`src/inc/mcts_params.svh`:
```
// constants of the clock tree select block: offsets, fields, resets, divider counts
// Notes on behaviour
// - main clock: internal, crystal or crystal halved
// - system clock is main clock, or divided by four
// - sleep stops both oscillators regardless of bits
// - oscillator enables decoded from the two control bits
// - instruction cycle divides main by 6.5/12.5/2/4
// - adc sample clock is main over 25 or 50
// - conversion of N bits gets 2^N sample clocks, N clamped at 16
// - beeper clock: system/250, system/375 or crystal/8
// - doubler clock: main/200, main/100 or crystal/32
// - chopper low, system/500 or system/1000
// - timer and lcd clock is system/1000, or held low with the tick bit set
`ifndef MCTS_PARAMS_SVH
`define MCTS_PARAMS_SVH

// register indices; byte address is four times the index
`define MCTS_IDX_MAIN   6'h14
`define MCTS_IDX_PERI   6'h15
`define MCTS_IDX_STAT   6'h16
`define MCTS_MAIN_RST   8'h00
`define MCTS_PERI_RST   8'h00
`define MCTS_MAIN_MASK  8'hEF
`define MCTS_PERI_MASK  8'h4F

// main_clock_config fields
`define MCTS_B_SRC      0
`define MCTS_B_DIV4     1
`define MCTS_B_FAST     2
`define MCTS_B_HALVE    3
`define MCTS_B_TICK     5
`define MCTS_B_OSC_LO   6
`define MCTS_B_OSC_HI   7
// peripheral_clock_config fields
`define MCTS_B_PUMP     0
`define MCTS_B_BEEP     1
`define MCTS_B_CHOP_LO  2
`define MCTS_B_CHOP_HI  3
`define MCTS_B_DOUBLER  6

// divider periods, counted in source clock edges (two per source period)
`define MCTS_P_INSTR_00 12'h00D
`define MCTS_P_INSTR_01 12'h019
`define MCTS_P_INSTR_10 12'h004
`define MCTS_P_INSTR_11 12'h008
`define MCTS_P_ADC_0    12'h032
`define MCTS_P_ADC_1    12'h064
`define MCTS_P_BEEP_250 12'h1F4
`define MCTS_P_BEEP_375 12'h2EE
`define MCTS_P_BEEP_X8  12'h010
`define MCTS_P_PUMP_200 12'h190
`define MCTS_P_PUMP_100 12'h0C8
`define MCTS_P_PUMP_X32 12'h040
`define MCTS_P_DIV_500  12'h3E8
`define MCTS_P_DIV_1000 12'h7D0
`define MCTS_P_OFF      12'h000

// divider channels
`define MCTS_NCH        6
`define MCTS_CH_INSTR   0
`define MCTS_CH_ADC     1
`define MCTS_CH_BEEP    2
`define MCTS_CH_PUMP    3
`define MCTS_CH_CHOP    4
`define MCTS_CH_TICK    5

`define MCTS_ADC_NMAX   5'h10
`define MCTS_RESP_OKAY  2'h0
`define MCTS_RESP_SLV   2'h2

`endif

```
`src/inc/mcts_pkg.sv`:
```
// types of the clock tree select block
`include "mcts_params.svh"
package mcts_pkg;

   typedef enum logic [1:0] {
      MCTS_ADC_IDLE = 2'b01,
      MCTS_ADC_RUN  = 2'b10
   } mcts_adc_e;

   typedef struct packed {
      logic [11:0] cnt;
      logic [11:0] cur_per;
      logic [11:0] cur_high;
      logic        lvl;
      logic        rise;
   } mcts_div_s;

   typedef struct packed {
      logic        ick_meta;
      logic        ick_sync;
      logic        ick_prev;
      logic        eck_meta;
      logic        eck_sync;
      logic        eck_prev;
      logic        eck_half;
      logic        main_lvl;
      logic [1:0]  quarter;
      logic        sys_div;
      logic        sys_lvl;
      logic [7:0]  main_cfg;
      logic [7:0]  peri_cfg;
      logic        aw_got;
      logic [5:0]  aw_idx;
      logic        w_got;
      logic [7:0]  w_data;
      logic        w_lane0;
      logic        bvalid;
      logic [1:0]  bresp;
      logic        rvalid;
      logic [7:0]  rdata;
      logic [1:0]  rresp;
      logic        int_osc_en;
      logic        xtal_osc_en;
      mcts_adc_e   adc_st;
      logic [16:0] adc_cnt;
      logic [16:0] adc_goal;
      logic        adc_done;
   } mcts_top_s;

endpackage : mcts_pkg

```
`src/verilog/mcts_div.sv`:
```
// glitch-free edge-counting divider for one derived clock
`timescale 1ns/10ps
`default_nettype none
`include "mcts_params.svh"
module mcts_div (
   input  wire logic        aclk,
   input  wire logic        aresetn,
   input  wire logic        src_edge,
   input  wire logic [11:0] period,
   input  wire logic [11:0] high_len,
   output logic             div_clk,
   output logic             div_rise
);
   mcts_pkg::mcts_div_s st;
   mcts_pkg::mcts_div_s next_st;

   always_comb begin
      next_st = st;
      next_st.rise = 1'b0;
      if (period == `MCTS_P_OFF) begin
         next_st.cnt = 12'h000;
         next_st.cur_per = `MCTS_P_OFF;
         next_st.cur_high = 12'h000;
         next_st.lvl = 1'b0;
      end else if (st.cur_per == `MCTS_P_OFF) begin
         // start from a low output: the next source edge opens a whole high phase
         next_st.cur_per = period;
         next_st.cur_high = high_len;
         next_st.cnt = period - 12'h001;
      end else if (src_edge) begin
         // a new nonzero period or duty is taken only at the wrap, never mid-pulse; period zero stops at once
         if (st.cnt >= st.cur_per - 12'h001) begin
            next_st.cnt = 12'h000;
            next_st.cur_per = period;
            next_st.cur_high = high_len;
         end else begin
            next_st.cnt = st.cnt + 12'h001;
         end
         next_st.lvl = (next_st.cnt < next_st.cur_high);
         next_st.rise = next_st.lvl & ~st.lvl;
      end
   end

   always_ff @(posedge aclk) begin
      if (!aresetn) begin
         st <= '0;
      end else begin
         st <= next_st;
      end
   end

   assign div_clk = st.lvl;
   assign div_rise = st.rise;

endmodule : mcts_div
`default_nettype wire

```
`src/verilog/mcts_top.sv`:
```
// clock tree select: source choice, oscillator gating, derived clocks, register slave
//
// The AXI4-Lite interface to the registers is this design's own decision.
`timescale 1ns/10ps
`default_nettype none
`include "mcts_params.svh"
module mcts_top (
   input  wire logic        aclk,
   input  wire logic        aresetn,
   // register bus
   input  wire logic        s_axi_awvalid,
   output logic             s_axi_awready,
   input  wire logic [7:0]  s_axi_awaddr,
   input  wire logic [2:0]  s_axi_awprot,
   input  wire logic        s_axi_wvalid,
   output logic             s_axi_wready,
   input  wire logic [31:0] s_axi_wdata,
   input  wire logic [3:0]  s_axi_wstrb,
   output logic             s_axi_bvalid,
   input  wire logic        s_axi_bready,
   output logic [1:0]       s_axi_bresp,
   input  wire logic        s_axi_arvalid,
   output logic             s_axi_arready,
   input  wire logic [7:0]  s_axi_araddr,
   input  wire logic [2:0]  s_axi_arprot,
   output logic             s_axi_rvalid,
   input  wire logic        s_axi_rready,
   output logic [31:0]      s_axi_rdata,
   output logic [1:0]       s_axi_rresp,
   // oscillator pins and cpu side
   input  wire logic        internal_osc_clock,
   input  wire logic        crystal_clock,
   input  wire logic        sleep_mode,
   input  wire logic        adc_conv_start,
   input  wire logic [4:0]  adc_res_bits,
   // outputs
   output logic             int_osc_en,
   output logic             xtal_osc_en,
   output logic             main_clock,
   output logic             system_clock,
   output logic             cpu_cycle_clk,
   output logic             adc_sample_freq,
   output logic             adc_conv_busy,
   output logic             adc_conv_done,
   output logic             beeper_clk,
   output logic             doubler_clk,
   output logic             doubler_on,
   output logic             chopper_ctl,
   output logic             timer_lcd_clock
);
   mcts_pkg::mcts_top_s st;
   mcts_pkg::mcts_top_s next_st;

   logic        ick_edge;
   logic        eck_edge;
   logic        eck_rise;
   logic        main_edge;
   logic        clk_edge;
   logic        src_sel_bit;
   logic        clk_div4_sel;
   logic        cycle_fast_sel;
   logic        ext_halve_sel;
   logic        tick_div_sel;
   logic        osc_ctl_lo;
   logic        osc_ctl_hi;
   logic        pump_rate_sel;
   logic        beeper_rate_sel;
   logic [1:0]  chopper_rate_sel;
   logic        doubler_sel;
   logic        ch_edge [`MCTS_NCH];
   logic [11:0] ch_per  [`MCTS_NCH];
   logic        ch_lvl  [`MCTS_NCH];
   logic        ch_rise [`MCTS_NCH];
   logic        wr_fire;
   logic        rd_fire;
   logic [5:0]  rd_idx;
   logic [4:0]  res_clamp;

   assign src_sel_bit      = st.main_cfg[`MCTS_B_SRC];
   assign clk_div4_sel     = st.main_cfg[`MCTS_B_DIV4];
   assign cycle_fast_sel   = st.main_cfg[`MCTS_B_FAST];
   assign ext_halve_sel    = st.main_cfg[`MCTS_B_HALVE];
   assign tick_div_sel     = st.main_cfg[`MCTS_B_TICK];
   assign osc_ctl_lo       = st.main_cfg[`MCTS_B_OSC_LO];
   assign osc_ctl_hi       = st.main_cfg[`MCTS_B_OSC_HI];
   assign pump_rate_sel    = st.peri_cfg[`MCTS_B_PUMP];
   assign beeper_rate_sel  = st.peri_cfg[`MCTS_B_BEEP];
   assign chopper_rate_sel = {st.peri_cfg[`MCTS_B_CHOP_HI], st.peri_cfg[`MCTS_B_CHOP_LO]};
   assign doubler_sel      = st.peri_cfg[`MCTS_B_DOUBLER];

   // edges are seen only after the synchronised copy, never the meta stage
   assign ick_edge = st.ick_sync ^ st.ick_prev;
   assign eck_edge = st.eck_sync ^ st.eck_prev;
   assign eck_rise = st.eck_sync & ~st.eck_prev;

   // every main clock edge; the halved crystal changes once per crystal rise
   always_comb begin
      if (!src_sel_bit) begin
         main_edge = ick_edge;
      end else if (!ext_halve_sel) begin
         main_edge = eck_edge;
      end else begin
         main_edge = eck_rise;
      end
   end

   // system clock edge: one per main edge, or one per four main edges
   assign clk_edge = clk_div4_sel ? (main_edge & (st.quarter == 2'h3)) : main_edge;

   // divider periods per channel, in edges of the channel's source
   always_comb begin
      case ({cycle_fast_sel, clk_div4_sel})
         2'b00:   ch_per[`MCTS_CH_INSTR] = `MCTS_P_INSTR_00;
         2'b01:   ch_per[`MCTS_CH_INSTR] = `MCTS_P_INSTR_01;
         2'b10:   ch_per[`MCTS_CH_INSTR] = `MCTS_P_INSTR_10;
         default: ch_per[`MCTS_CH_INSTR] = `MCTS_P_INSTR_11;
      endcase
      ch_edge[`MCTS_CH_INSTR] = main_edge;

      ch_per[`MCTS_CH_ADC] = clk_div4_sel ? `MCTS_P_ADC_1 : `MCTS_P_ADC_0;
      ch_edge[`MCTS_CH_ADC] = main_edge;

      // a source swap takes effect on the new source's next edges; the pulse
      // in flight is finished by counts of the new source
      if (!beeper_rate_sel) begin
         ch_per[`MCTS_CH_BEEP] = `MCTS_P_BEEP_250;
         ch_edge[`MCTS_CH_BEEP] = clk_edge;
      end else if (!src_sel_bit) begin
         ch_per[`MCTS_CH_BEEP] = `MCTS_P_BEEP_375;
         ch_edge[`MCTS_CH_BEEP] = clk_edge;
      end else begin
         ch_per[`MCTS_CH_BEEP] = `MCTS_P_BEEP_X8;
         ch_edge[`MCTS_CH_BEEP] = eck_edge;
      end

      if (!doubler_sel) begin
         ch_per[`MCTS_CH_PUMP] = `MCTS_P_OFF;
         ch_edge[`MCTS_CH_PUMP] = 1'b0;
      end else if (src_sel_bit) begin
         ch_per[`MCTS_CH_PUMP] = `MCTS_P_PUMP_X32;
         ch_edge[`MCTS_CH_PUMP] = eck_edge;
      end else begin
         ch_per[`MCTS_CH_PUMP] = pump_rate_sel ? `MCTS_P_PUMP_100 : `MCTS_P_PUMP_200;
         ch_edge[`MCTS_CH_PUMP] = main_edge;
      end

      // code 01 has no defined output, so it is held low like 00
      case (chopper_rate_sel)
         2'b10:   ch_per[`MCTS_CH_CHOP] = `MCTS_P_DIV_500;
         2'b11:   ch_per[`MCTS_CH_CHOP] = `MCTS_P_DIV_1000;
         default: ch_per[`MCTS_CH_CHOP] = `MCTS_P_OFF;
      endcase
      ch_edge[`MCTS_CH_CHOP] = clk_edge;

      // the other tick option is not available and stops the tick clock
      ch_per[`MCTS_CH_TICK] = tick_div_sel ? `MCTS_P_OFF : `MCTS_P_DIV_1000;
      ch_edge[`MCTS_CH_TICK] = clk_edge;
   end

   genvar gi;
   generate
      for (gi = 0; gi < `MCTS_NCH; gi = gi + 1) begin : g_div
         mcts_div u_div (
            .aclk     (aclk),
            .aresetn  (aresetn),
            .src_edge (ch_edge[gi]),
            .period   (ch_per[gi]),
            .high_len ((ch_per[gi] + 12'h001) >> 1),
            .div_clk  (ch_lvl[gi]),
            .div_rise (ch_rise[gi])
         );
      end
   endgenerate

   assign wr_fire = st.aw_got & st.w_got & ~st.bvalid;
   assign rd_fire = s_axi_arvalid & ~st.rvalid;
   assign rd_idx = s_axi_araddr[7:2];
   assign res_clamp = (adc_res_bits > `MCTS_ADC_NMAX) ? `MCTS_ADC_NMAX : adc_res_bits;

   always_comb begin
      next_st = st;
      next_st.adc_done = 1'b0;

      // two-stage synchronisers for the oscillator pins
      next_st.ick_meta = internal_osc_clock;
      next_st.ick_sync = st.ick_meta;
      next_st.ick_prev = st.ick_sync;
      next_st.eck_meta = crystal_clock;
      next_st.eck_sync = st.eck_meta;
      next_st.eck_prev = st.eck_sync;

      if (eck_rise) begin
         next_st.eck_half = ~st.eck_half;
      end
      if (!src_sel_bit) begin
         next_st.main_lvl = st.ick_sync;
      end else if (!ext_halve_sel) begin
         next_st.main_lvl = st.eck_sync;
      end else begin
         next_st.main_lvl = st.eck_half;
      end

      // divide-by-four: toggle after every fourth main edge
      if (main_edge) begin
         next_st.quarter = st.quarter + 2'h1;
      end
      if (clk_div4_sel && main_edge && (st.quarter == 2'h3)) begin
         next_st.sys_div = ~st.sys_div;
      end
      next_st.sys_lvl = clk_div4_sel ? st.sys_div : st.main_lvl;

      // oscillator gating; sleep overrides the control bits
      if (sleep_mode) begin
         next_st.int_osc_en = 1'b0;
         next_st.xtal_osc_en = 1'b0;
      end else begin
         next_st.int_osc_en = ~osc_ctl_hi | osc_ctl_lo;
         next_st.xtal_osc_en = ~osc_ctl_lo;
      end

      // conversion window: 2^N rising sample edges, N clamped at 16
      case (st.adc_st)
         mcts_pkg::MCTS_ADC_IDLE: begin
            if (adc_conv_start) begin
               next_st.adc_goal = 17'h00001 << res_clamp;
               next_st.adc_cnt = 17'h00000;
               next_st.adc_st = mcts_pkg::MCTS_ADC_RUN;
            end
         end
         mcts_pkg::MCTS_ADC_RUN: begin
            if (ch_rise[`MCTS_CH_ADC]) begin
               next_st.adc_cnt = st.adc_cnt + 17'h00001;
               if (st.adc_cnt + 17'h00001 == st.adc_goal) begin
                  next_st.adc_done = 1'b1;
                  next_st.adc_st = mcts_pkg::MCTS_ADC_IDLE;
               end
            end
         end
         default: begin
            next_st.adc_st = mcts_pkg::MCTS_ADC_IDLE;
         end
      endcase

      // write channel: address and data are taken in either order
      if (s_axi_awvalid && !st.aw_got && !st.bvalid) begin
         next_st.aw_got = 1'b1;
         next_st.aw_idx = s_axi_awaddr[7:2];
      end
      if (s_axi_wvalid && !st.w_got && !st.bvalid) begin
         next_st.w_got = 1'b1;
         next_st.w_data = s_axi_wdata[7:0];
         next_st.w_lane0 = s_axi_wstrb[0];
      end
      if (wr_fire) begin
         next_st.aw_got = 1'b0;
         next_st.w_got = 1'b0;
         next_st.bvalid = 1'b1;
         next_st.bresp = `MCTS_RESP_OKAY;
         case (st.aw_idx)
            `MCTS_IDX_MAIN: begin
               if (st.w_lane0) begin
                  next_st.main_cfg = st.w_data & `MCTS_MAIN_MASK;
               end
            end
            `MCTS_IDX_PERI: begin
               if (st.w_lane0) begin
                  next_st.peri_cfg = st.w_data & `MCTS_PERI_MASK;
               end
            end
            `MCTS_IDX_STAT: begin
               next_st.bresp = `MCTS_RESP_OKAY;
            end
            default: begin
               next_st.bresp = `MCTS_RESP_SLV;
            end
         endcase
      end else if (st.bvalid && s_axi_bready) begin
         next_st.bvalid = 1'b0;
      end

      // read channel: one read at a time, answer one cycle after the take
      if (rd_fire) begin
         next_st.rvalid = 1'b1;
         next_st.rresp = `MCTS_RESP_OKAY;
         case (rd_idx)
            `MCTS_IDX_MAIN: begin
               next_st.rdata = st.main_cfg;
            end
            `MCTS_IDX_PERI: begin
               next_st.rdata = st.peri_cfg;
            end
            `MCTS_IDX_STAT: begin
               next_st.rdata = {2'h0, st.sys_lvl, st.main_lvl,
                                (st.adc_st == mcts_pkg::MCTS_ADC_RUN), sleep_mode,
                                st.xtal_osc_en, st.int_osc_en};
            end
            default: begin
               next_st.rdata = 8'h00;
               next_st.rresp = `MCTS_RESP_SLV;
            end
         endcase
      end else if (st.rvalid && s_axi_rready) begin
         next_st.rvalid = 1'b0;
      end
   end

   always_ff @(posedge aclk) begin
      if (!aresetn) begin
         st <= '0;
         st.main_cfg <= `MCTS_MAIN_RST;
         st.peri_cfg <= `MCTS_PERI_RST;
         st.int_osc_en <= 1'b1;
         st.xtal_osc_en <= 1'b1;
         st.adc_st <= mcts_pkg::MCTS_ADC_IDLE;
      end else begin
         st <= next_st;
      end
   end

   assign s_axi_awready = ~st.aw_got & ~st.bvalid;
   assign s_axi_wready  = ~st.w_got & ~st.bvalid;
   assign s_axi_bvalid  = st.bvalid;
   assign s_axi_bresp   = st.bresp;
   assign s_axi_arready = ~st.rvalid;
   assign s_axi_rvalid  = st.rvalid;
   assign s_axi_rdata   = {24'h000000, st.rdata};
   assign s_axi_rresp   = st.rresp;

   assign int_osc_en      = st.int_osc_en;
   assign xtal_osc_en     = st.xtal_osc_en;
   assign main_clock      = st.main_lvl;
   assign system_clock    = st.sys_lvl;
   assign cpu_cycle_clk   = ch_lvl[`MCTS_CH_INSTR];
   assign adc_sample_freq = ch_lvl[`MCTS_CH_ADC];
   assign adc_conv_busy   = (st.adc_st == mcts_pkg::MCTS_ADC_RUN);
   assign adc_conv_done   = st.adc_done;
   assign beeper_clk      = ch_lvl[`MCTS_CH_BEEP];
   assign doubler_clk     = ch_lvl[`MCTS_CH_PUMP];
   assign doubler_on      = doubler_sel;
   assign chopper_ctl     = ch_lvl[`MCTS_CH_CHOP];
   assign timer_lcd_clock = ch_lvl[`MCTS_CH_TICK];

endmodule : mcts_top
`default_nettype wire
```
`config.mk`:
```
export PLATFORM = sky130hd
export DESIGN_NAME = mcts_top
export DESIGN_NICKNAME = d
export VERILOG_FILES = /design/src/inc/mcts_pkg.sv /design/src/verilog/mcts_div.sv /design/src/verilog/mcts_top.sv
export VERILOG_INCLUDE_DIRS = /design/src /design/src/inc
export SDC_FILE = /design/constraint.sdc
export NUM_CORES = 1
export LEC_CHECK = 0
export ABC_AREA = 1
export BUFFER_PORTS_ARGS = -buffer_cell sky130_fd_sc_hd__buf_2
export CAP_MARGIN = 20
export CORE_MARGIN = 1.5
export CORE_UTILIZATION = 55
export CTS_BUF_LIST = sky130_fd_sc_hd__clkbuf_8 sky130_fd_sc_hd__clkbuf_16
export DETAILED_ROUTE_END_ITERATION = 7
export GPL_TIMING_DRIVEN = 0
export HOLD_SLACK_MARGIN = 0.02
export PLACE_DENSITY = 0.77
export SKIP_CTS_REPAIR_TIMING = 1
export SLEW_MARGIN = 20
export SYNTH_ARGS = -nofsm -noshare
export SYNTH_HDL_FRONTEND = slang
export SYNTH_SLANG_ARGS = --single-unit
```
`constraint.sdc`:
```
create_clock -name aclk -period 3.55 [get_ports aclk]
set_clock_uncertainty 0.1 [all_clocks]
set_input_delay 0.71 -clock aclk [delete_from_list [all_inputs] [get_ports aclk]]
set_output_delay 0.71 -clock aclk [all_outputs]
set_load 0.005 [all_outputs]
```
Word level (Yosys, flattened, before mapping)

Index checks and enable logic that the tools add are counted.

Register bits after elaboration: 317
Input port bits: 74
Output and inout bits: 54
Logic and storage cells: 323

$add $sub $neg: 26
Magnitude comparators: 13
Eq/ne operators: 17
Shifts and indexed selects: 1
Multiplexer cells: 94
Bitwise logic cells: 39
Reduce and logical (&&, ||, !) cells: 73

Operator list:

| kind                                                 | number |
|---|---|
| two-way mux 24 bit                                   | 24 |
| two-way mux 12 bit                                   | 24 |
| two-way mux 36 bit                                   | 7 |
| two-way mux 38 bit                                   | 6 |
| logical NOT 12 bit                                   | 12 |
| adder 12 x 1 -> 12 bit (second input constant)       | 10 |
| >= comparator 12 bit                                 | 6 |
| less-than comparator 12 bit                          | 6 |
| subtractor 12 x 1 -> 12 bit (second input constant)  | 6 |
| equality test 6 x 5 -> 1 bit (second input constant) | 6 |
| case mux 17 bit (2 select lines)                     | 1 |
| two-way mux 9 bit                                    | 3 |
| AND reduction 2 bit                                  | 13 |
| case mux 8 bit (3 select lines)                      | 1 |
| OR reduction 3 bit                                   | 8 |
| subtractor 11 x 1 -> 12 bit (second input constant)  | 2 |
| NOT 1 bit                                            | 23 |
| case mux 11 bit (2 select lines)                     | 1 |
| two-way mux 10 bit                                   | 2 |
| two-way mux 19 bit                                   | 1 |
| nonzero test 2 bit                                   | 9 |
| nonzero test 3 bit                                   | 6 |
| adder 17 x 1 -> 17 bit (second input constant)       | 1 |
| equality test 17 bit                                 | 1 |
| 29 further kinds                                     | 84 |

Longest topological paths before layout

Gate-level depths: netlist (run 1).

Depth after elaboration: 15
Gate-level depth with buffers: 26

Hierarchy

A second synthesis (run 1) with hierarchy kept.

Cells, all modules: 3311
Area, all modules: 22630.5 µm²

Modules (own cells, without submodules):

| module                         | times used | cells each | area an instance (µm²) | sequential area each (µm²) |
|---|---|---|---|---|
| mcts_div at g_div[0].u_div ... | 5          | 436        | 2996.6                 | 760.7 |
| mcts_top                       | 1          | 694        | 4672.0                 | 1821.7 |
| mcts_div at g_div[1].u_div     | 1          | 437        | 2975.4                 | 760.7 |

Worst setup path before layout (run 1)

Ideal clock, no wire load.

Kind: register to register
Start point: register g_div[3].u_div.st[22] (netlist bit)
End point: register g_div[3].u_div.st (netlist bit g_div[3].u_div.div_clk)
Library setup time: 0.070 ns
Arrival: 3.197 ns
Required time: 3.380 ns
Slack: 0.183 ns
Stages on the path, launching flop included: 21
Path buffers: 2
Cells stage by stage: dfxtp_1 > nor2_1 > nand2_1 > nor2_1 > clkbuf_1 > nor2_1 > ha_1 > nand2_1 > nor2_1 > nand2_1 > and2_1 > nand2_1 > inv_1 > buf_2 > o221a_2 > ha_1 > nand4_1 > inv_1 > a2111oi_0 > nand2_1 > a21oi_1

Cells in the longest elaborated chain, start to end: 7
Elaborated cells on any way between the ends: 14
Classes of those cells: 1 x add/sub; 2 x order compare; 8 x mux; 1 x bitwise; 2 x reduce/logical

RTL lines:

| item                                                     | line           | source |
|---|---|---|
| from (decl)                                              | mcts_div.sv:14 | `mcts_pkg::mcts_div_s st;` |
| from (signal assigned)                                   | mcts_div.sv:48 | `st <= next_st;` |
| subtractor 12 x 1 -> 12 bit                              | mcts_div.sv:32 | `if (st.cnt >= st.cur_per - 12'h001) begin` |
| >= comparator 12 bit                                     | mcts_div.sv:32 |  |
| two-way mux 12 bit or two-way mux 24 bit (tied branches) | mcts_div.sv:32 |  |
| two-way mux 12 bit or two-way mux 24 bit (tied branches) | mcts_div.sv:30 | `end else if (src_edge) begin` |
| two-way mux 12 bit or two-way mux 24 bit (tied branches) | mcts_div.sv:25 | `` end else if (st.cur_per == `MCTS_P_OFF) begin `` |
| two-way mux 12 bit or two-way mux 24 bit (tied branches) | mcts_div.sv:20 | `` if (period == `MCTS_P_OFF) begin `` |
| less-than comparator 12 bit                              | mcts_div.sv:39 | `next_st.lvl = (next_st.cnt < next_st.cur_high);` |

Parallel ways exist; a longest one is shown, timed or not. The select of a mux whose other input is x is not followed.
A chain may end at the register's enable or synchronous reset.

Worst setup path after layout (run 1)

Start point: register g_div[0].u_div.st[16] (netlist bit)
End point: register g_div[0].u_div.st (netlist bit g_div[0].u_div.div_clk)

Cells in the longest elaborated chain, start to end: 7
Elaborated cells on any way between the ends: 14
Classes of those cells: 1 x add/sub; 2 x order compare; 8 x mux; 1 x bitwise; 2 x reduce/logical

RTL lines:

| item                                                     | line |
|---|---|
| from (decl)                                              | mcts_div.sv:14 |
| from (signal assigned)                                   | mcts_div.sv:48 |
| subtractor 12 x 1 -> 12 bit                              | mcts_div.sv:32 |
| >= comparator 12 bit                                     | mcts_div.sv:32 |
| two-way mux 12 bit or two-way mux 24 bit (tied branches) | mcts_div.sv:32 |
| two-way mux 12 bit or two-way mux 24 bit (tied branches) | mcts_div.sv:30 |
| two-way mux 12 bit or two-way mux 24 bit (tied branches) | mcts_div.sv:25 |
| two-way mux 12 bit or two-way mux 24 bit (tied branches) | mcts_div.sv:20 |
| less-than comparator 12 bit                              | mcts_div.sv:39 |

Parallel ways exist; a longest one is shown, timed or not. The select of a mux whose other input is x is not followed.

==> results of run 1 <==
[cells by family (layout without fill, tap and decap cells)]
kind of cell	count (synthesis)	in the layout	share of synthesized area
compound gates	442	442	0.1533
xor+xnor	30	30	0.01694
fa+ha+maj	167	167	0.1280
buf+inv	367	510	0.09681
flops	261	261	0.3201
mux	1	1	0.0006898
other cells	1	31	0.0002297
simple gates	1089	1089	0.2839
[final timing paths]
kind / cells past startpoint / start / to / slack, ns
min: 3 / internal_osc_clock / next_st[96] / 0.28
max: 24 / g_div[0].u_div.st[16] / g_div[0].u_div.div_clk / 0.04
max reg2reg: 24 / g_div[0].u_div.st[16] / g_div[0].u_div.div_clk / 0.04
min reg2reg: 2 / next_st[96] / next_st[95] / 0.31
[flip-flops by register name, summed over array words and instances (netlist names), 2 cells and up]
register             cells
chopper_rate_sel         2
next_st                  4
g_div.u_div.st         163
s_axi_rdata              8
g_div.u_div.div_clk      6
st                      59
[cell usage after synthesis (all sizes together) (4+ instances only)]
library cell    n
a211oi          9
a21oi         197
a221oi          7
a31oi          61
and2            4
buf            64
clkbuf         31
clkinv          4
dfxtp         261
ha            167
inv           268
nand2         646
nand3          89
nand3b          7
nand4          22
nor2          236
nor3           25
nor3b          22
nor4            9
o21a           11
o21ai         123
o221a           6
o221ai          8
o22ai           4
or2            28
xnor2          12
xor2           17
[critical path, cell delays in order (launching register included)]
cell and delay (ns):
dfxtp_2 0.33, nor2_2 0.09, inv_1 0.06, nor2_2 0.15, inv_2 0.07, nor2_4 0.12, buf_6 0.14, inv_1 0.06
ha_1 0.28, nand2_1 0.06, inv_1 0.05, nand2_1 0.08, nand2_2 0.07, a21oi_4 0.19, nand2_4 0.12, buf_8 0.16
nor3_4 0.20, ha_1 0.26, nand2_1 0.08, nor2_1 0.05, a211oi_2 0.23, o221ai_2 0.13, nor2_1 0.13, nand2_1 0.08
a21oi_2 0.12
[through the flow]
stage / utilization / TNS [ns] / std cells / worst slack (ns) / area [um2]
2_1_floorplan: - / 0 / 2388 / 0.1825 / 16440
3_3_place_gp: 0.5953 / -1.204 / 2834 / -0.4648 / 17230
3_5_place_dp: 0.5953 / -1.620 / 2834 / -0.5985 / 17230
4_1_cts: 0.6268 / -1.835 / 2884 / -0.6208 / 18140
5_1_grt: 0.6532 / -0.4566 / 2915 / -0.1447 / 18900
6_report: 0.6532 / 0 / 2915 / 0.04342 / 18900
[power by group through the flow]
stage | clock network (W) | registers [W] | logic, W
finish | 0.00288 | 0.00337 | 0.00285
global placement | 0 | 0.00340 | 0.00233
detailed placement | 0 | 0.00341 | 0.00242
global route | 0.00303 | 0.00339 | 0.00319
CTS | 0.00292 | 0.00334 | 0.00244
floorplan | 0 | 0.00334 | 0.00187
[cell type report]
type / instances / area share
Sequential cell: 261 / 0.2774
Tap cell: 384 / 0.02542
Clock inverter: 15 / 0.005428
Buffer: 95 / 0.03277
Clock buffer: 35 / 0.04276
Timing Repair Buffer: 93 / 0.02873
Inverter: 272 / 0.05495
Multi-Input combinational cell: 1760 / 0.5325
[placed cells by master (no fill, tap or decap), types with 7 or more instances in the layout]
cell type,synthesis,routed
inv_2,13,19
ha_1,167,156
nand3_1,84,77
o221ai_1,8,7
conb_1,1,31
nor2_4,6,12
o21a_1,11,11
a21oi_1,197,186
buf_6,3,8
xnor2_1,12,11
nor4_1,9,9
a221oi_1,7,7
clkbuf_1,31,30
or2_1,17,17
nand2_1,636,628
nor3b_2,2,8
or2_2,10,10
nand3b_1,7,7
nor3_1,25,18
a31oi_1,61,61
nor2_1,221,209
nor2_2,9,15
xor2_1,17,17
o21ai_1,6,13
nand3_2,5,10
ha_4,0,10
buf_2,16,71
nand4_1,22,22
nand2_2,9,15
o21ai_0,115,106
inv_1,254,251
a21oi_2,0,10
clkbuf_16,0,29
nor3b_1,20,14
buf_4,42,73
dfxtp_1,261,254
a211oi_1,9,7
[layer usage]
layer	part of all wire	routed length (um)
met1	0.43	19140
met2	0.47	20570
met3	0.066	2922
met4	0.031	1379
met5	0	0
==> impl_metrics.py, run 1 <==
metrics = {
    "pwr": {
        "p_sw_w": 0.003150,
        "leakagePower_nw": 8.410,
        "comb_power_share": 0.313,
        "powerDensity_mw_per_mm2": 481.5,
        "total_power_w": 0.009101,
        "p_sw_frac": 0.3461,
        "ir_worst_vdd_mv": 0.3626,
        "p_seq_frac": 0.370,
        "power_frac_clock": 0.317,
        "p_int_w": 0.005951,
    },
    "final_layout": {
        "fillers": 2490,
        "regArea_mm2": 0.005244,
        "drive_gt1_frac": 0.1391,
        "final_nets": 2753,
        "diodes": 0,
        "area_delta_synth_final_pct": 15.79,
        "multi_input_area_mm2": 0.01006,
    },
    "logic_synthesis": {
        "synth_top_area_share": 0.3201,
        "ys.flop_type": "dfxtp_1",
        "synth_edf_count": 0,
        "synth_cells": 2358,
        "ys_async_sr_fraction": 0,
        "yosys.area.top_type": "dfxtp_1",
        "ys_types": 56,
        "synth.avg_cell_area_um2": 6.922,
        "synth-seq-cells": 261,
        "yosys_warnings": 0,
        "syn_area_mm2": 0.01632,
        "ys_seq_area_frac": 0.3201,
        "synthTopCellsByArea": "dfxtp_1 32%, nand2_1 15%, ha_1 13%, a21oi_1 6.0%, inv_1 5.8%",
    },
    "clock_network": {
        "cts_buffer_depth": 3,
        "clk_pin_slew_ns": 0.06,
        "cts_tree": "built",
        "cts-buffers-inserted": 29,
        "cts_sinks": 261,
        "htree_num_levels": 1,
        "clock_latency_ns": 0.55,
        "cts_root_buf": "clkbuf_16",
    },
    "timing": {
        "fmax_mhz": 285.2,
        "final_max_slew_viol_count": 0,
        "finalCritPeriodShare": 0.9878,
        "finalSetupViolCount": 0,
        "hold_ws_ns": 0.2826,
        "worst_pin_slew_ns": 0.9788,
        "layout_min_cycle_time_ns": 3.507,
        "worst_slew_margin_rel": 0.3414,
        "hold_viol_final": 0,
    },
    "grt": {
        "grt_util_met2": 0.4688,
        "top_usage_layer": "met2",
        "grt_pass1_wl_um": 70120,
        "grt_max_degree": 15,
        "grt.met1_usage": 0.3637,
        "gr-total-overflow": 0,
        "grt_pass1_vias": 14800,
        "grtUsageMet3": 0.02922,
        "antenna_found_initial": 1,
        "grtUsageTotal": 0.2758,
    },
    "routing": {
        "post_drt_wl_per_cell_um": 15.10,
        "drc_errors": 0,
        "drt_iter0_drc": 1140,
        "route.vias.total": 16030,
        "routed_wl_um": 44010,
        "ant_nets": 0,
        "drt_first_pass_iters": 6,
        "routed_via_density": 5.498,
    },
    "floorplanning": {
        "die_x_um": 175.3,
        "die_area_mm2": 0.03072,
        "num_rows": 62,
        "dieHeight_um": 175.3,
        "initial_core_util": 0.5641,
        "core_region_area_mm2": 0.02894,
        "ios": 128,
    },
    "setup_path": {
        "cp_max_fo": 8,
        "cp-start-kind": "flip-flop",
        "cp.required_ns": 3.93,
        "endpoint_kind": "flip-flop",
        "critPathArrivalTime_ns": 3.89,
        "path_class": "flip-flop to flip-flop",
    },
    "run": {
        "cap_viol_max_count": 0,
    },
    "hold_path": {
        "min_path_type": "input pin to flip-flop",
    },
    "run_status": {
        "status": "complete, no violations",
    },
    "placed_design": {
        "io_buffers": 62,
        "dp_hpwl_um": 32790,
        "gp_congestion": 0.9126,
    },
}
(Power assumes the default switching activity.)
==> run 2: changes to the inputs <==
- CORE_MARGIN: 1.5 -> 8
- RECOVER_POWER: unset -> 50
==> impl_metrics.py, run 2 (same netlist as run 1, synthesis figures left out) <==
metrics = {
    "setup_path": {
        "critPathArrivalTime_ns": 3.82,
        "cp-start-kind": "flip-flop",
        "cp_max_fo": 10,
        "cp.required_ns": 3.88,
        "endpoint_kind": "flip-flop",
        "path_class": "flip-flop to flip-flop",
    },
    "clock_network": {
        "clock_latency_ns": 0.54,
        "htree_num_levels": 1,
        "cts_tree": "built",
        "cts_sinks": 261,
        "cts-buffers-inserted": 29,
        "cts_buffer_depth": 3,
        "cts_root_buf": "clkbuf_16",
        "clk_pin_slew_ns": 0.06,
    },
    "routing": {
        "ant_nets": 0,
        "route.vias.total": 16120,
        "drt_first_pass_iters": 6,
        "drt_iter0_drc": 1548,
        "drc_errors": 0,
        "routed_via_density": 5.525,
        "routed_wl_um": 45200,
        "post_drt_wl_per_cell_um": 15.50,
    },
    "final_layout": {
        "regArea_mm2": 0.005244,
        "regMostFlops": "g_div.u_div.st",
        "drive_gt1_frac": 0.1196,
        "area_delta_synth_final_pct": 15.84,
        "layout_common_cells": "634 x nand2_1, 254 x dfxtp_1, 251 x inv_1, 213 x nor2_1, 192 x a21oi_1",
        "final_nets": 2746,
        "stdcell_area_mm2": 0.01891,
        "largest_reg_flops": 163,
        "multi_input_area_mm2": 0.009957,
        "fillers": 2627,
        "final_common_cell": "nand2_1",
    },
    "timing": {
        "rsz0062_at_grt": "true",
        "worst_slew_margin_rel": 0.3340,
        "finalSetupViolCount": 0,
        "finalCritPeriodShare": 0.9833,
        "hold_ws_ns": 0.2943,
        "hold_viol_final": 0,
        "fmax_mhz": 286.5,
        "final_max_slew_viol_count": 0,
        "worst_pin_slew_ns": 0.9899,
        "layout_min_cycle_time_ns": 3.491,
    },
    "floorplanning": {
        "ios": 128,
        "die_x_um": 188.3,
        "die_area_mm2": 0.03545,
        "num_rows": 63,
        "initial_core_util": 0.5552,
        "core_region_area_mm2": 0.02940,
        "dieHeight_um": 188.3,
    },
    "placed_design": {
        "dp_hpwl_um": 33430,
        "placed_area_mm2": 0.01723,
        "gp_congestion": 0.9488,
        "io_buffers": 62,
    },
    "grt": {
        "grt_pass1_wl_um": 72150,
        "grt_max_degree": 14,
        "antenna_found_initial": 1,
        "gr-total-overflow": 0,
        "grtUsageTotal": 0.2388,
        "grt_pass1_vias": 15060,
    },
    "run": {
        "cap_viol_max_count": 0,
    },
    "pwr": {
        "ir_worst_vdd_mv": 0.4007,
        "leakagePower_nw": 8.347,
        "powerDensity_mw_per_mm2": 501.0,
    },
    "run_status": {
        "status": "complete, no violations",
    },
    "hold_path": {
        "min_path_type": "input pin to flip-flop",
    },
}
run 2: cell count changes in the layout (fill, tap and decap cells not counted), sizes merged:
| cell | previous run | this run |
|---|---|---|
| buf | 158 | 122 |
| clkbuf | 65 | 90 |
| bufinv | 1 | 8 |
| inv | 274 | 269 |
| clkinvlp | 4 | 7 |
| clkinv | 8 | 9 |
| diode | 0 | 1 |
run 2: stage by stage:
stage	power (W)	TNS [ns]	instances	setup slack (ns)	util
after floorplan	0.005210	0	2388	0.1825	-
after global placement	0.005742	-1.633	2840	-0.4909	0.5862
after detailed placement	0.005824	-1.853	2840	-0.5171	0.5862
after CTS	0.009182	-2.150	2892	-0.5401	0.6224
after global routing	0.01001	-0.2802	2917	-0.1114	0.6431
final	0.009472	0	2917	0.05934	0.6431
run 2: layout make-up:
class	count	area share
antenna	1	0.0001323
multi-input combinational	1760	0.5266
buffer	95	0.03276
sequential	261	0.2773
tap	390	0.02581
timing repair buffer	86	0.02607
clock inverter	21	0.01648
inverter	272	0.05499
clock buffer	31	0.03984
run 2: power by group:
group | leakage (nW) | internal [W] | switching, W
clock network | 0.525 | 0.00210 | 0.00125
registers | 2.13 | 0.00315 | 0.000219
logic | 5.69 | 0.00107 | 0.00168
run 2: path summary, 6_finish.rpt:
check               from                    end  slack [ns]  cells past startpoint
min reg2reg  next_st[96]            next_st[95]        0.31                      2
min           sleep_mode            xtal_osc_en        0.29                      2
max reg2reg       st[92]  g_div[5].u_div.st[28]        0.06                     10
max               st[92]  g_div[5].u_div.st[28]        0.06                     10
run 2: worst max-delay path, cell delays in order, from the launching register on:
cell and delay (ns):
dfxtp_1 0.33, inv_1 0.05, ha_1 0.37, o21ai_0 0.23
nand2_1 0.26, nor2_1 0.50, clkinvlp_2 0.45, nor2_1 0.39
inv_1 0.19, clkbuf_2 0.23, o221a_2 0.27
run 2: layer usage:
metal,global-route usage,wire length (um)
met1,0.3124,19920
met2,0.3942,20920
met3,0.03124,2870
met4,0.09394,1495
met5,0,0
==> run 3: changes to the inputs <==
- CORE_UTILIZATION: 55 -> 40
- PLACE_DENSITY: 0.77 -> 0.59
==> impl_metrics.py, run 3 (same netlist as run 1, synthesis figures left out) <==
metrics = {
    "run_status": {
        "status": "complete, no violations",
    },
    "timing": {
        "layout_min_cycle_time_ns": 3.401,
        "worst_slew_margin_rel": 0.3593,
        "finalCritPeriodShare": 0.9580,
        "fmax_mhz": 294.0,
        "final_max_slew_viol_count": 0,
        "finalSetupViolCount": 0,
        "rsz0062_at_grt": "true",
        "worst_pin_slew_ns": 0.9611,
        "finalSetupTns_ns": 0,
        "setup_ws_ns": 0.1492,
        "hold_viol_final": 0,
    },
    "setup_path": {
        "cp.required_ns": 3.96,
        "slowest_stage": "dfxtp_1",
        "path_class": "flip-flop to flip-flop",
        "critical_path.max_stage_delay_ns": 0.34,
        "critPathArrivalTime_ns": 3.81,
        "critical_path.top_delay_family": "compound AO/OA/AOI/OAI gates",
        "worstPathCellList": "nor2_4 > nand2_1 > nor2_4 > buf_6 > nor2_1 > ha_1 > nand2_1 > nor2_1 > o211ai_1 > nand2_8 > inv_6 > o21ai_0 > a21oi_2 > ha_1 > a21oi_2 > o21ai_2 > a2111oi_2 > nand2_1 > a21oi_2",
        "endpoint_kind": "flip-flop",
        "path_buf_inv": 2,
        "startpoint": "g_div[3].u_div.st[21]",
        "cp-start-kind": "flip-flop",
        "cp_max_fo": 10,
        "r2r-start": "g_div[3].u_div.st[21]",
    },
    "floorplanning": {
        "die_area_mm2": 0.04753,
        "core_region_area_mm2": 0.04055,
        "ios": 128,
        "die_x_um": 218.0,
        "initial_core_util": 0.4025,
        "num_rows": 74,
        "dieHeight_um": 218.0,
    },
    "routing": {
        "post_drt_wl_per_cell_um": 15.06,
        "drc_errors": 0,
        "drt_first_pass_iters": 5,
        "drt_iter0_drc": 1129,
        "m1WireLength_um": 21920,
        "wl_met2_um": 20720,
        "ant_nets": 0,
        "route.vias.total": 15650,
        "dr_wl_met3_um": 2742,
        "routed_via_density": 5.103,
        "highest_layer": "met4",
        "routed_wl_um": 46200,
    },
    "grt": {
        "grt_pass1_vias": 14370,
        "grt_max_degree": 15,
        "grt_pass1_wl_um": 72890,
        "gr-total-overflow": 0,
        "antenna_found_initial": 2,
        "grtUsageTotal": 0.1846,
    },
    "clock_network": {
        "clock_latency_ns": 0.58,
        "clk_pin_slew_ns": 0.06,
        "cts_buffer_depth": 3,
        "cts-buffers-inserted": 30,
        "cts_root_buf": "clkbuf_16",
        "htree_num_levels": 1,
        "cts_sinks": 261,
        "cts_tree": "built",
    },
    "hold_path": {
        "min_path_type": "input pin to flip-flop",
        "min_from": "crystal_clock",
    },
    "pwr": {
        "p_seq_frac": 0.354,
        "power_frac_clock": 0.352,
        "powerDensity_mw_per_mm2": 495.1,
        "p_sw_w": 0.003200,
        "p_int_w": 0.006290,
        "total_power_w": 0.009489,
        "ir_worst_vdd_mv": 0.3568,
        "p_sw_frac": 0.3372,
        "comb_power_share": 0.294,
        "leakagePower_nw": 8.378,
    },
    "placed_design": {
        "dp_hpwl_um": 34960,
        "gp_congestion": 0.9032,
        "io_buffers": 62,
        "placed_area_mm2": 0.01741,
        "pre_cts_ws_ns": -0.5603,
    },
    "final_layout": {
        "drive_gt1_frac": 0.1255,
        "final_nets": 2751,
        "stdcell_area_mm2": 0.01917,
        "area_delta_synth_final_pct": 17.42,
        "largest_reg_flops": 163,
        "layout_common_cells": "632 x nand2_1, 255 x inv_1, 254 x dfxtp_1, 215 x nor2_1, 185 x a21oi_1",
        "final_common_cell": "nand2_1",
        "regMostFlops": "g_div.u_div.st",
    },
    "run": {
        "cap_viol_max_count": 0,
    },
}
==> run 3: cell count changes in the layout (fill, tap and decap cells not counted), sizes merged <==
cell      change
clkbuf       +11
inv           +3
diode         +1
buf           +2
clkinvlp      -1
clkinv        -4
bufinv        -4
==> run 3: power groups by stage <==
stage / logic (W) / clock network (W) / registers, W
2_1_floorplan: 0.00187 / 0 / 0.00334
4_1_cts: 0.00247 / 0.00342 / 0.00335
3_5_place_dp: 0.00244 / 0 / 0.00341
3_3_place_gp: 0.00238 / 0 / 0.00341
6_report: 0.00279 / 0.00334 / 0.00336
5_1_grt: 0.00316 / 0.00353 / 0.00338
==> run 3: area by class of cell <==
cell class | instances | area (um2)
fill | 4142 | 21390
multi-input combinational | 1760 | 10020
sequential | 261 | 5241
inverter | 272 | 1045
clock buffer | 40 | 899.6
tap | 532 | 665.6
buffer | 95 | 621.8
timing repair buffer | 90 | 494.2
clock inverter | 15 | 176.4
antenna | 2 | 5.005
==> run 3: per-layer routing <==
metal | track usage | up-vias
met2 | 0.2976 | 414
met4 | 0.04501 | 0
li1 | - | 8029
met5 | 0 | -
met1 | 0.2589 | 7144
met3 | 0.02261 | 65
==> run 3: worst paths after layout <==
| path | to | slack (ns) | depth (start not counted) |
|---|---|---|---|
| setup reg to reg | g_div[3].u_div.div_clk | 0.15 | 19 |
| setup / recovery | g_div[3].u_div.div_clk | 0.15 | 19 |
| hold reg to reg | next_st[92] | 0.32 | 2 |
| hold / removal | next_st[93] | 0.22 | 3 |
==> run 3: metrics by stage <==
step	std cells	hold slack [ns]	utilization
after global routing	3067	0.2118	0.4726
after global placement	2982	0.2935	0.4293
after floorplan	2388	0.2905	-
final	3067	0.2187	0.4726
after detailed placement	2982	0.2986	0.4293
after CTS	3037	0.1879	0.4559
==> run 3: worst reg2reg max path: stages (launching register included) <==
cell and delay [ns]:
dfxtp_1 0.34, nor2_4 0.15, nand2_1 0.12, nor2_4 0.15, buf_6 0.16, nor2_1 0.06, ha_1 0.27, nand2_1 0.06
nor2_1 0.05, o211ai_1 0.22, nand2_8 0.14, inv_6 0.10, o21ai_0 0.10, a21oi_2 0.22, ha_1 0.30, a21oi_2 0.15
o21ai_2 0.07, a2111oi_2 0.34, nand2_1 0.10, a21oi_2 0.12
